[config.mk]
export PLATFORM = sky130hd
export DESIGN_NAME = gsd_supervisor
export DESIGN_NICKNAME = d
export VERILOG_FILES = /design/src/gsd_supervisor.v
export VERILOG_INCLUDE_DIRS = /design/src
export SDC_FILE = /design/constraint.sdc
export NUM_CORES = 1
export LEC_CHECK = 0
export BUFFER_PORTS_ARGS = -buffer_cell sky130_fd_sc_hd__buf_4
export CORE_MARGIN = 2
export CORE_UTILIZATION = 50
export CTS_CLUSTER_DIAMETER = 40
export CTS_CLUSTER_SIZE = 8
export DETAILED_ROUTE_END_ITERATION = 16
export PLACE_DENSITY_LB_ADDON = 0.05
export SLEW_MARGIN = 20
export SYNTH_ARGS = -nofsm -noshare
export SYNTH_HDL_FRONTEND = slang
export SYNTH_SLANG_ARGS = --single-unit
export TNS_END_PERCENT = 50
[constraint.sdc]
create_clock -name mclk_i -period 5.2 [get_ports mclk_i]
set_clock_uncertainty 0.1 [all_clocks]
set_input_delay 1.04 -clock mclk_i [delete_from_list [all_inputs] [get_ports mclk_i]]
set_output_delay 1.04 -clock mclk_i [all_outputs]
set_load 0.02 [all_outputs]
[src/gsd_defs.vh]
// Purpose: shared constants for the guard supervisor and bus decode block
// Assumes: 250 MHz core clock, divider ratios given as clock counts
// Notes:   all figures are the documented values
`ifndef GSD_DEFS_VH
`define GSD_DEFS_VH
`define GSD_CLK_MHZ          250
`define GSD_BAUD_HZ          19200
`define GSD_WDOG_DIV         16384
`define GSD_WDOG_INTERVAL_MS 427
`define GSD_CPU_CLK_HZ       1228800
`define GSD_BREAK_DIV        16384
`define GSD_BREAK_US         6670
`define GSD_RESET_HOLD_MS    130
`define GSD_RESET_HOLD_CYC   (`GSD_RESET_HOLD_MS * `GSD_CLK_MHZ * 1000)
`define GSD_BAUD_HALF_CYC    (`GSD_CLK_MHZ * 1000000 / (2 * `GSD_BAUD_HZ))
`define GSD_PERIPH_BASE      16'h4000
`define GSD_PERIPH_MASK      16'hE000
`define GSD_ALIAS_TOP        16'h5FFF
`define GSD_BLOCK_LSB        3
`define GSD_BLOCK_MSB        6
`define GSD_INTREG_TOP       16'h0027
`define GSD_NSEL             16
`endif

[src/gsd_supervisor.v]
// Purpose: watchdog, break detect, reset stretch and guarded bus decode
// Assumes: cpu phase clock and receive line are synchronous levels
// Notes:   long counts are parameters so simulation can shorten them
//          divider ratios must be even: each output period splits in halves
//          a clear beats a timeout that lands in the same cycle
//
// Summary of operation
// - free-running watchdog clock at baud rate
// - watchdog divides its clock by fixed ratio
// - timeout asserts analog reset and nmi
// - analog reset also at power-up, board reset
// - analog access or clear toggle restarts watchdog
// - clear line low disables the watchdog
// - fail, button or break stretch board reset
// - break counter divides cpu clock fixed ratio
// - receive high holds break counter cleared
// - serial baud equals watchdog clock frequency
// - address bits three to six decode selects
// - eight-byte blocks, upper range aliases window
// - internal registers sit at lowest addresses
// - disabled bus forces inactive control lines
// - bidirectional eight-bit data buffer to bus
// - converter interrupt inverted toward processor
`timescale 1ns/1ns
`include "gsd_defs.vh"
module gsd_supervisor #(
    parameter WDOG_DIV       = `GSD_WDOG_DIV,
    parameter BREAK_DIV      = `GSD_BREAK_DIV,
    parameter RESET_HOLD_CYC = `GSD_RESET_HOLD_CYC,
    parameter BAUD_HALF_CYC  = `GSD_BAUD_HALF_CYC
) (
    input  wire        mclk_i,
    input  wire        rstn_i,
    input  wire        ce_i,
    input  wire        cpu_phase_clock_i,
    input  wire        serial_receive_i,
    input  wire        serial_transmit_i,
    input  wire        power_fail_i,
    input  wire        button_reset_i,
    input  wire        watchdog_clear_n_i,
    input  wire [15:0] cpu_addr_i,
    input  wire        cpu_rd_i,
    input  wire        cpu_wr_i,
    input  wire [7:0]  cpu_data_i,
    input  wire        guarded_bus_enable_n_i,
    input  wire [7:0]  bus_data_i,
    input  wire        converter_int_i,
    output reg         baud_clock_o,
    output wire        watchdog_divider_output_o,
    output wire        analog_reset_o,
    output wire        watchdog_nmi_n_o,
    output wire        board_reset_n_o,
    output wire        break_detect_o,
    output wire        serial_transmit_o,
    output wire [15:0] assembly_select_n_o,
    output wire        internal_reg_sel_o,
    output reg  [15:0] bus_addr_o,
    output reg         bus_rd_n_o,
    output reg         bus_wr_n_o,
    output reg  [7:0]  bus_data_o,
    output reg         bus_data_oe_o,
    output reg  [7:0]  cpu_data_o,
    output reg         cpu_irq_n_o
);
    localparam [31:0] BAUD_LAST      = BAUD_HALF_CYC - 1;
    localparam [14:0] WDOG_LAST      = WDOG_DIV - 1;
    localparam [14:0] WDOG_HALF      = WDOG_DIV / 2;
    localparam [14:0] WDOG_HALF_LAST = (WDOG_DIV / 2) - 1;
    localparam [14:0] BRK_HALF_LAST  = (BREAK_DIV / 2) - 1;
    localparam [31:0] HOLD_LOAD      = RESET_HOLD_CYC;

    // baud divider state
    reg  [31:0] baud_cnt;
    reg  [31:0] next_baud_cnt;
    reg         next_baud_clock;

    // watchdog state
    reg  [14:0] wdog_cnt;
    reg  [14:0] next_wdog_cnt;
    reg         wdog_out_q;
    reg         next_wdog_out;
    reg         timeout;
    reg         next_timeout;

    // edge detector state
    reg         baud_q;
    reg         clr_q;
    reg         phase_q;

    // break detector state
    reg  [14:0] brk_cnt;
    reg  [14:0] next_brk_cnt;
    reg         brk_out;
    reg         next_brk_out;

    // reset stretcher state
    reg  [31:0] hold_cnt;
    reg  [31:0] next_hold_cnt;
    reg         pup_done;

    // guarded bus next values
    reg  [15:0] next_bus_addr;
    reg         next_bus_rd_n;
    reg         next_bus_wr_n;
    reg         next_bus_data_oe;
    reg  [7:0]  next_bus_data;
    reg  [7:0]  next_cpu_data;

    wire        periph_hit;
    wire        cpu_access;
    wire        analog_access;
    wire        clr_toggle;
    wire        wdog_clear;
    wire        baud_rise;
    wire        phase_rise;
    wire        reset_req;
    wire        stretch_busy;
    wire        bus_live;
    wire [3:0]  block_sel;

    // baud divider: free-running once out of reset, no software upkeep
    always @* begin
        next_baud_cnt   = baud_cnt + 32'h0000_0001;
        next_baud_clock = baud_clock_o;
        if (baud_cnt >= BAUD_LAST) begin
            next_baud_cnt   = 32'h0000_0000;
            next_baud_clock = ~baud_clock_o;
        end
    end

    always @(posedge mclk_i) begin
        if (!rstn_i) begin
            baud_cnt     <= 32'h0000_0000;
            baud_clock_o <= 1'b0;
        end else if (ce_i) begin
            baud_cnt     <= next_baud_cnt;
            baud_clock_o <= next_baud_clock;
        end
    end

    assign serial_transmit_o = serial_transmit_i;

    // edge detectors reset to the idle level of their source, so no false
    // edge follows reset
    always @(posedge mclk_i) begin
        if (!rstn_i) begin
            baud_q  <= 1'b0;
            clr_q   <= 1'b1;
            phase_q <= 1'b0;
        end else if (ce_i) begin
            baud_q  <= baud_clock_o;
            clr_q   <= watchdog_clear_n_i;
            phase_q <= cpu_phase_clock_i;
        end
    end

    assign baud_rise  = baud_clock_o & ~baud_q;
    assign phase_rise = cpu_phase_clock_i & ~phase_q;
    assign clr_toggle = watchdog_clear_n_i ^ clr_q;

    // address decode: 0x4000-0x5FFF folds onto the 128-byte window
    assign periph_hit    = (cpu_addr_i & `GSD_PERIPH_MASK) == `GSD_PERIPH_BASE;
    assign block_sel     = cpu_addr_i[`GSD_BLOCK_MSB:`GSD_BLOCK_LSB];
    assign cpu_access    = cpu_rd_i | cpu_wr_i;
    assign analog_access = periph_hit & cpu_access;
    assign wdog_clear    = analog_access | clr_toggle;
    assign bus_live      = ~guarded_bus_enable_n_i;
    assign internal_reg_sel_o = cpu_addr_i <= `GSD_INTREG_TOP;

    genvar g;
    generate
        for (g = 0; g < `GSD_NSEL; g = g + 1) begin : g_sel
            assign assembly_select_n_o[g] = ~(periph_hit & bus_live & (block_sel == g));
        end
    endgenerate

    // watchdog: output low one interval then high; reaching the rise with no
    // clear latches the timeout until the next clear
    always @* begin
        next_wdog_cnt = wdog_cnt;
        next_timeout  = timeout;
        next_wdog_out = wdog_cnt >= WDOG_HALF;
        if (!watchdog_clear_n_i) begin
            next_wdog_cnt = 15'h0000;
            next_timeout  = 1'b0;
        end else if (wdog_clear) begin
            next_wdog_cnt = 15'h0000;
            next_timeout  = 1'b0;
        end else if (baud_rise) begin
            if (wdog_cnt == WDOG_LAST) begin
                next_wdog_cnt = 15'h0000;
            end else begin
                next_wdog_cnt = wdog_cnt + 15'h0001;
            end
            if (wdog_cnt == WDOG_HALF_LAST) begin
                next_timeout = 1'b1;
            end
        end
    end

    always @(posedge mclk_i) begin
        if (!rstn_i) begin
            wdog_cnt   <= 15'h0000;
            wdog_out_q <= 1'b0;
            timeout    <= 1'b0;
        end else if (ce_i) begin
            wdog_cnt   <= next_wdog_cnt;
            wdog_out_q <= next_wdog_out;
            timeout    <= next_timeout;
        end
    end

    assign watchdog_divider_output_o = wdog_out_q;
    assign watchdog_nmi_n_o          = ~timeout;

    // break detector: counts cpu phase clock rises only while receive is low
    always @* begin
        next_brk_cnt = brk_cnt;
        next_brk_out = brk_out;
        if (serial_receive_i) begin
            next_brk_cnt = 15'h0000;
            next_brk_out = 1'b0;
        end else if (phase_rise) begin
            if (brk_cnt == BRK_HALF_LAST) begin
                next_brk_cnt = 15'h0000;
                next_brk_out = ~brk_out;
            end else begin
                next_brk_cnt = brk_cnt + 15'h0001;
            end
        end
    end

    always @(posedge mclk_i) begin
        if (!rstn_i) begin
            brk_cnt <= 15'h0000;
            brk_out <= 1'b0;
        end else if (ce_i) begin
            brk_cnt <= next_brk_cnt;
            brk_out <= next_brk_out;
        end
    end

    assign break_detect_o = brk_out;

    // reset stretcher: a new event during the hold restarts the full stretch,
    // so a held break keeps the board in reset
    assign reset_req    = power_fail_i | button_reset_i | brk_out;
    assign stretch_busy = hold_cnt != 32'h0000_0000;

    always @* begin
        next_hold_cnt = hold_cnt;
        if (reset_req || !pup_done) begin
            next_hold_cnt = HOLD_LOAD;
        end else if (stretch_busy) begin
            next_hold_cnt = hold_cnt - 32'h0000_0001;
        end
    end

    always @(posedge mclk_i) begin
        if (!rstn_i) begin
            hold_cnt <= 32'h0000_0000;
            pup_done <= 1'b0;
        end else if (ce_i) begin
            hold_cnt <= next_hold_cnt;
            pup_done <= 1'b1;
        end
    end

    assign board_reset_n_o = pup_done & ~stretch_busy;
    assign analog_reset_o  = timeout | ~board_reset_n_o | ~rstn_i;

    // guarded bus buffer: a disabled bus parks address and strobes inactive;
    // data registers keep their last value since nothing is driven then
    always @* begin
        next_bus_addr    = 16'h0000;
        next_bus_rd_n    = 1'b1;
        next_bus_wr_n    = 1'b1;
        next_bus_data_oe = 1'b0;
        next_bus_data    = bus_data_o;
        next_cpu_data    = cpu_data_o;
        if (bus_live) begin
            next_bus_addr    = cpu_addr_i;
            next_bus_rd_n    = ~cpu_rd_i;
            next_bus_wr_n    = ~cpu_wr_i;
            next_bus_data_oe = cpu_wr_i;
            next_bus_data    = cpu_data_i;
            next_cpu_data    = bus_data_i;
        end
    end

    always @(posedge mclk_i) begin
        if (!rstn_i) begin
            bus_addr_o    <= 16'h0000;
            bus_rd_n_o    <= 1'b1;
            bus_wr_n_o    <= 1'b1;
            bus_data_oe_o <= 1'b0;
        end else if (ce_i) begin
            bus_addr_o    <= next_bus_addr;
            bus_rd_n_o    <= next_bus_rd_n;
            bus_wr_n_o    <= next_bus_wr_n;
            bus_data_oe_o <= next_bus_data_oe;
        end
    end

    always @(posedge mclk_i) begin
        if (!rstn_i) begin
            bus_data_o <= 8'h00;
            cpu_data_o <= 8'h00;
        end else if (ce_i) begin
            bus_data_o <= next_bus_data;
            cpu_data_o <= next_cpu_data;
        end
    end

    // converter interrupt is active high, the processor input wants it low
    always @(posedge mclk_i) begin
        if (!rstn_i) begin
            cpu_irq_n_o <= 1'b1;
        end else if (ce_i) begin
            cpu_irq_n_o <= ~converter_int_i;
        end
    end
endmodule // gsd_supervisor

==> results of run 1 <==
Yosys cell counts, drive strengths merged:
cell type and instances:
and3b 1, nor2 124, xor2 37, nor4 24, a41oi 1, a21oi 37, nor3b 1, nor4b 4
nand2b 3, o211ai 2, o311ai 2, dfxtp 138, nand3b 1, a221oi 1, a311oi 1, nand3 33
mux2i 3, o21a 2, and2 1, a31oi 5, nand4 21, or2 3, or3b 2, xnor2 46
or4 9, nand2 93, nor3 26, and4 5, inv 20, or4b 2, buf 4, ha 7
a211oi 2, o21ai 14, or3 11, nor2b 5, clkbuf 27, and3 4, a22oi 16, o41ai 1
o31ai 3, o221a 1
stage by stage:
step	setup WS, ns	total power [mW]	util, %
3_5_place_dp	1.64	1.37	58.3
2_1_floorplan	1.48	1.28	-
5_1_grt	1.05	2.62	63.1
4_1_cts	1.19	2.54	63.1
6_report	1.18	2.52	63.1
3_3_place_gp	1.67	1.36	58.3
cells by family after synthesis:
logic type,Yosys count
simple gates,373
buf+inv,51
mux,3
fa+ha+maj,7
compound gates,88
xor+xnor,83
flops,138
layout make-up:
type                            instances  share of cell area [%]
Inverter                               20                   0.990
Clock buffer                           25                    6.40
Timing Repair Buffer                  106                    10.5
Multi-Input combinational cell        554                    42.0
Sequential cell                       138                    36.4
Clock inverter                          7                    1.19
Tap cell                              147                    2.43
critical path: stages, from the launching register on:
cell and delay (ns):
dfxtp_1 0.35, or3_1 0.47, or4_4 0.61, or3_1 0.50, nor2_1 0.26, nand3_1 0.11, buf_4 0.16
sequential cells by signal (all words and copies together), names as in the netlist:
register and flops:
baud_clock_o 1, baud_cnt 32, baud_q 1, break_detect_o 1
brk_cnt 15, bus_addr_o 16, bus_data_o 8, bus_data_oe_o 1
bus_rd_n_o 1, bus_wr_n_o 1, clr_q 1, cpu_data_o 8
cpu_irq_n_o 1, hold_cnt 32, phase_q 1, pup_done 1
timeout 1, watchdog_divider_output_o 1, wdog_cnt 15
power by group through the flow:
stage               clock network [mW]  registers [mW]  logic (mW)
finish                            1.17            1.11       0.230
global route                      1.24            1.12       0.255
CTS                               1.20            1.11       0.231
detailed placement                   0            1.14       0.229
global placement                     0            1.14       0.224
floorplan                            0            1.15       0.137
metal layers:
metal,vias up,global-route usage (%)
li1,2751,-
met3,33,6.80
met1,2630,27.0
met2,119,38.2
met4,0,9.32
met5,-,0
path summary, 6_finish.rpt:
| path | startpoint | end | slack [ns] |
|---|---|---|---|
| setup / recovery | hold_cnt[11]$_SDFFE_PN0P_ | analog_reset_o | 1.18 |
| hold / removal | cpu_data_o[2]$_SDFFE_PN0P_ | cpu_data_o[2]$_SDFFE_PN0P_ | 0.35 |
| setup reg to reg | hold_cnt[11]$_SDFFE_PN0P_ | hold_cnt[16]$_SDFFE_PN0P_ | 2.29 |
| hold reg to reg | cpu_data_o[2]$_SDFFE_PN0P_ | cpu_data_o[2]$_SDFFE_PN0P_ | 0.35 |
==> out/metrics.csv, run 1 <==
stage,metric,value,unit
routing,wl_met1,6.30,mm
die,die_w,115,um
clocking,cts_buffers,17,
place,port_buffers,102,
synth,avgSynthCellArea,8.27,um2
run_status,status,finished clean,
synth,yosys_warnings,0,
pwr,seqPwrFrac,44.3,%
synth,synth_top_family_by_area,simple AND/OR/NAND/NOR gates,
place,routabilityCongestion,0.855,
synth,synthMuxAreaShare,0.488,%
routing,wl_met2,7.15,mm
synth,synthXorXnorAreaFrac,11.8,%
grt,gr-total-overflow,0,
grt,track_usage,22.7,%
clocking,clk_path_buf_depth,2,
place,placed_area,7000,um2
die,die_area,13200,um2
cells_and_area,seq_area,2760,um2
routing,wl,14.5,mm
routing,wl_met3,672,um
cells_and_area,layout_common_cells,"138 x dfxtp_1, 123 x nor2_1, 106 x buf_4, 93 x nand2_1, 46 x xnor2_1",
routing,wire_per_inst,14.5,um
clocking,cts_root_buf,clkbuf_16,
synth,synth_seq_cells,138,
clocking,ctsResizeCount,0,
clocking,clk_pin_slew_worst_paths,0.06,ns
pwr,leakagePower,2.81,nW
die,num_io_pins,105,
timing,fin_crit_sh,77.4,%
synth,yosys.area_share.simple,29.2,%
die,die_h,115,um
setup_path,worst_ep_arrival_time,2.88,ns
pwr,cellPowerDensity,332,nW/um2
synth,synth.area.top_cells,"dfxtp_1 45%, nor2_1 7.6%, xnor2_1 6.6%",
die,coreArea,12000,um2
flow_run,cap_viol_max_count,0,
setup_path,path_class,reg2out,
timing,holdWs,0.353,ns
synth,synth-adder-area-share,1.42,%
timing,setup_viol,0,
synth,postSynthCellCount,743,
grt,grt_max_degree,56,
clocking,htreeDepth,4,
cells_and_area,diodes,0,
timing,fmax,249,MHz
cells_and_area,multi_input_area,3190,um2
clocking,cts_hold_buffers,0,
cells_and_area,drive_above_1_share,17.3,%
routing,viasPerCell,5.55,
grt,antenna_found_initial,0,
pwr,sw_frac_of_total,23.5,%
routing,postRouteAntennaNets,0,
synth,synthDominantCellAreaShare,44.9,%
setup_path,path_max_fanout,10,
synth,synth-seq-area-share,44.9,%
setup_path,start_kind,register,
worst_hold_path,hp-class,reg2reg,
synth,synth_cell_type_count,51,
pwr,p_int,1.92,mW
routing,drc,0,
cells_and_area,mostFrequentLayoutCell,dfxtp_1,
worst_hold_path,min_delay_path_depth,2,
cells_and_area,fill_cells,1059,
pwr,peakVddDrop,324,uV
timing,setup_tns,0,ns
timing,slew_headroom,40.4,%
timing,slew_violations,0,
routing,highest_layer,met4,
place,hpwl,10.3,mm
clocking,post_cts_buffers,0,
routing,vias,5533,
synth,synth_top_area_cell,dfxtp_1,
timing,grt_setup_unrepaired,false,
synth,synth_nets,795,
die,rows,40,
grt,grt_pass1_vias,5292,
grt,grt_pass1_wl,24.1,mm
setup_path,required,4.06,ns
cells_and_area,fin_nets,889,
clocking,cts_tree,yes,
cells_and_area,synthToLayoutAreaGrowth,23.3,%
routing,firstDrtPassIters,8,
clocking,cts.sinks,138,
synth,synth_compound_area_share,8.75,%
routing,drtIter0Drc,428,
die,start_util,51.2,%
cells_and_area,final_area,7580,um2
timing,fin_crit,4.02,ns
timing,worst_pin_slew,0.887,ns
cells_and_area,fin_cells,997,
synth,synth.cell_area,6150,um2
pwr,netSwitchingPower,592,uW
setup_path,reg2reg_depth,6,
place,dp.cells,965,
clocking,insertion_delay,0.42,ns
setup_path,end_kind,output pin,
timing,finalHoldViolCount,0,
pwr,p_clk_share,46.6,%
pwr,combPwrFrac,9.1,%
(Power assumes the default switching activity.)
==> run 2, diff against run 1 <==
==> constraint.sdc (replaced) <==
create_clock -name mclk_i -period 3.9 [get_ports mclk_i]
set_clock_uncertainty 0.1 [all_clocks]
set_input_delay 0.78 -clock mclk_i [delete_from_list [all_inputs] [get_ports mclk_i]]
set_output_delay 0.78 -clock mclk_i [all_outputs]
set_load 0.02 [all_outputs]
==> out/metrics.csv, run 2 (synthesis gave the netlist of run 1 again) <==
stage,metric,value,unit,change
place,placed_area,7030,um2,+0.43%
pwr,leakagePower,2.81,nW,about the same
routing,drc,0,,unchanged
pwr,cellPowerDensity,428,nW/um2,+29%
timing,finalHoldViolCount,0,,unchanged
setup_path,path_max_fanout,10,,unchanged
timing,grt_setup_unrepaired,false,,
cells_and_area,synthToLayoutAreaGrowth,23.0,%,
clocking,clk_path_buf_depth,2,,unchanged
cells_and_area,diodes,0,,unchanged
setup_path,path_class,reg2out,,
timing,worst_pin_slew,0.876,ns,-0.0113 ns
setup_path,required,3.02,ns,-1.04 ns
routing,vias,5396,,-2.5%
run_status,status,finished clean,,
clocking,htreeDepth,4,,unchanged
timing,slew_violations,0,,unchanged
die,die_area,13200,um2,unchanged
die,rows,40,,unchanged
clocking,insertion_delay,0.42,ns,about the same
routing,firstDrtPassIters,5,,-3
routing,drtIter0Drc,317,,-26%
cells_and_area,layout_common_cells,"138 x dfxtp_1, 122 x nor2_1, 110 x buf_4, 93 x nand2_1, 46 x xnor2_1",,
clocking,cts_hold_buffers,0,,unchanged
routing,postRouteAntennaNets,0,,unchanged
clocking,cts.sinks,138,,unchanged
die,coreArea,12000,um2,unchanged
die,num_io_pins,105,,unchanged
die,die_h,115,um,unchanged
grt,gr-total-overflow,0,,unchanged
cells_and_area,fill_cells,1059,,unchanged
die,die_w,115,um,unchanged
grt,grt_max_degree,58,,+3.6%
grt,track_usage,22.3,%,-0.36 points
place,hpwl,10.1,mm,-1.5%
clocking,cts_tree,yes,,
cells_and_area,drive_above_1_share,17.6,%,+0.26 points
setup_path,start_kind,register,,
cells_and_area,mostFrequentLayoutCell,dfxtp_1,,
clocking,cts_buffers,17,,unchanged
cells_and_area,final_area,7560,um2,-0.26%
grt,antenna_found_initial,0,,unchanged
worst_hold_path,hp-class,reg2reg,,
timing,slew_headroom,40.9,%,+0.52 points
timing,setup_viol,0,,unchanged
timing,fin_crit,3.72,ns,
die,start_util,51.2,%,unchanged
clocking,cts_root_buf,clkbuf_16,,
routing,wire_per_inst,14.3,um,-2.1%
timing,fin_crit_sh,95.4,%,
setup_path,end_kind,output pin,,
place,routabilityCongestion,0.843,,-1.4%
cells_and_area,reg.largest.list,"baud_cnt: 32 flops, hold_cnt: 32 flops, bus_addr_o: 16 flops",,
grt,grt_pass1_wl,23.5,mm,-2.5%
routing,wl,14.2,mm,-2.2%
grt,grt_pass1_vias,5124,,-3.2%
setup_path,worst_ep_arrival_time,2.84,ns,-0.04 ns
place,dp.cells,969,,+0.41%
timing,fmax,269,MHz,
flow_run,cap_viol_max_count,0,,unchanged
timing,setup_tns,0,ns,unchanged
routing,viasPerCell,5.42,,-2.4%
clocking,post_cts_buffers,0,,unchanged
cells_and_area,fin_nets,893,,+0.45%
clocking,clk_pin_slew_worst_paths,0.05,ns,about the same
pwr,peakVddDrop,330,uV,+1.8%
place,port_buffers,102,,unchanged
cells_and_area,fin_cells,996,,-0.10%
## run 2: cell types whose count changed in the layout (fill, tap and decap cells not counted), sizes merged
cell / previous run / this run
buf: 106 / 110
bufinv: 2 / 1
clkbuf: 25 / 23
clkinvlp: 2 / 0
## run 2: repair_timing
action                     CTS  global route
resized for setup            0             1
setup endpoints to repair    0             1
hold endpoints to repair     0             0
## run 2: area by class of cell
class	count	area, um2	area share [%]
Timing Repair Buffer	110	826	10.9
Clock buffer	23	478	6.32
Clock inverter	4	45.0	0.596
Multi-Input combinational cell	554	3190	42.2
Tap cell	147	184	2.43
Inverter	20	75.1	0.993
Sequential cell	138	2760	36.5
## run 2: metrics by stage
step | util (%) | hold WS [ns] | power (mW) | setup WS [ns]
final | 62.9 | 0.356 | 3.24 | 0.180
after global placement | 58.6 | 0.344 | 1.82 | 0.630
after CTS | 62.9 | 0.358 | 3.27 | 0.105
after detailed placement | 58.6 | 0.350 | 1.82 | 0.560
after global routing | 62.9 | 0.376 | 3.38 | 0.0614
after floorplan | - | 0.342 | 1.71 | 0.444
## run 2: report_power, final
group          internal [mW]  switching (mW)  total [mW]
combinational          0.128           0.183       0.311
clock                  0.904           0.536        1.44
sequential              1.45          0.0338        1.49
## run 2: worst paths after layout
check                           slack, ns                        from  cells past startpoint                          to
worst max-delay path                 0.18   hold_cnt[11]$_SDFFE_PN0P_                      6              analog_reset_o
worst min-delay path                 0.36  bus_data_o[2]$_SDFFE_PN0P_                      2  bus_data_o[2]$_SDFFE_PN0P_
worst min register to register       0.36  bus_data_o[2]$_SDFFE_PN0P_                      2  bus_data_o[2]$_SDFFE_PN0P_
worst max register to register       1.05   hold_cnt[11]$_SDFFE_PN0P_                      6    hold_cnt[6]$_SDFFE_PN0P_
## run 2: metal layers
metal / track usage [%] / up-vias / wire [um]
li1: - / 2747 / -
met2: 36.9 / 94 / 7030
met3: 7.17 / 14 / 613
met4: 8.59 / 0 / 222
met5: 0 / - / 0
met1: 27.2 / 2541 / 6330
## run 2: worst max-delay path, stage by stage, from the launching register on
cell and delay, ns:
dfxtp_1 0.34, or3_1 0.47, or4_4 0.61, or3_1 0.51, nor2_2 0.21, nand3_1 0.11
buf_4 0.17
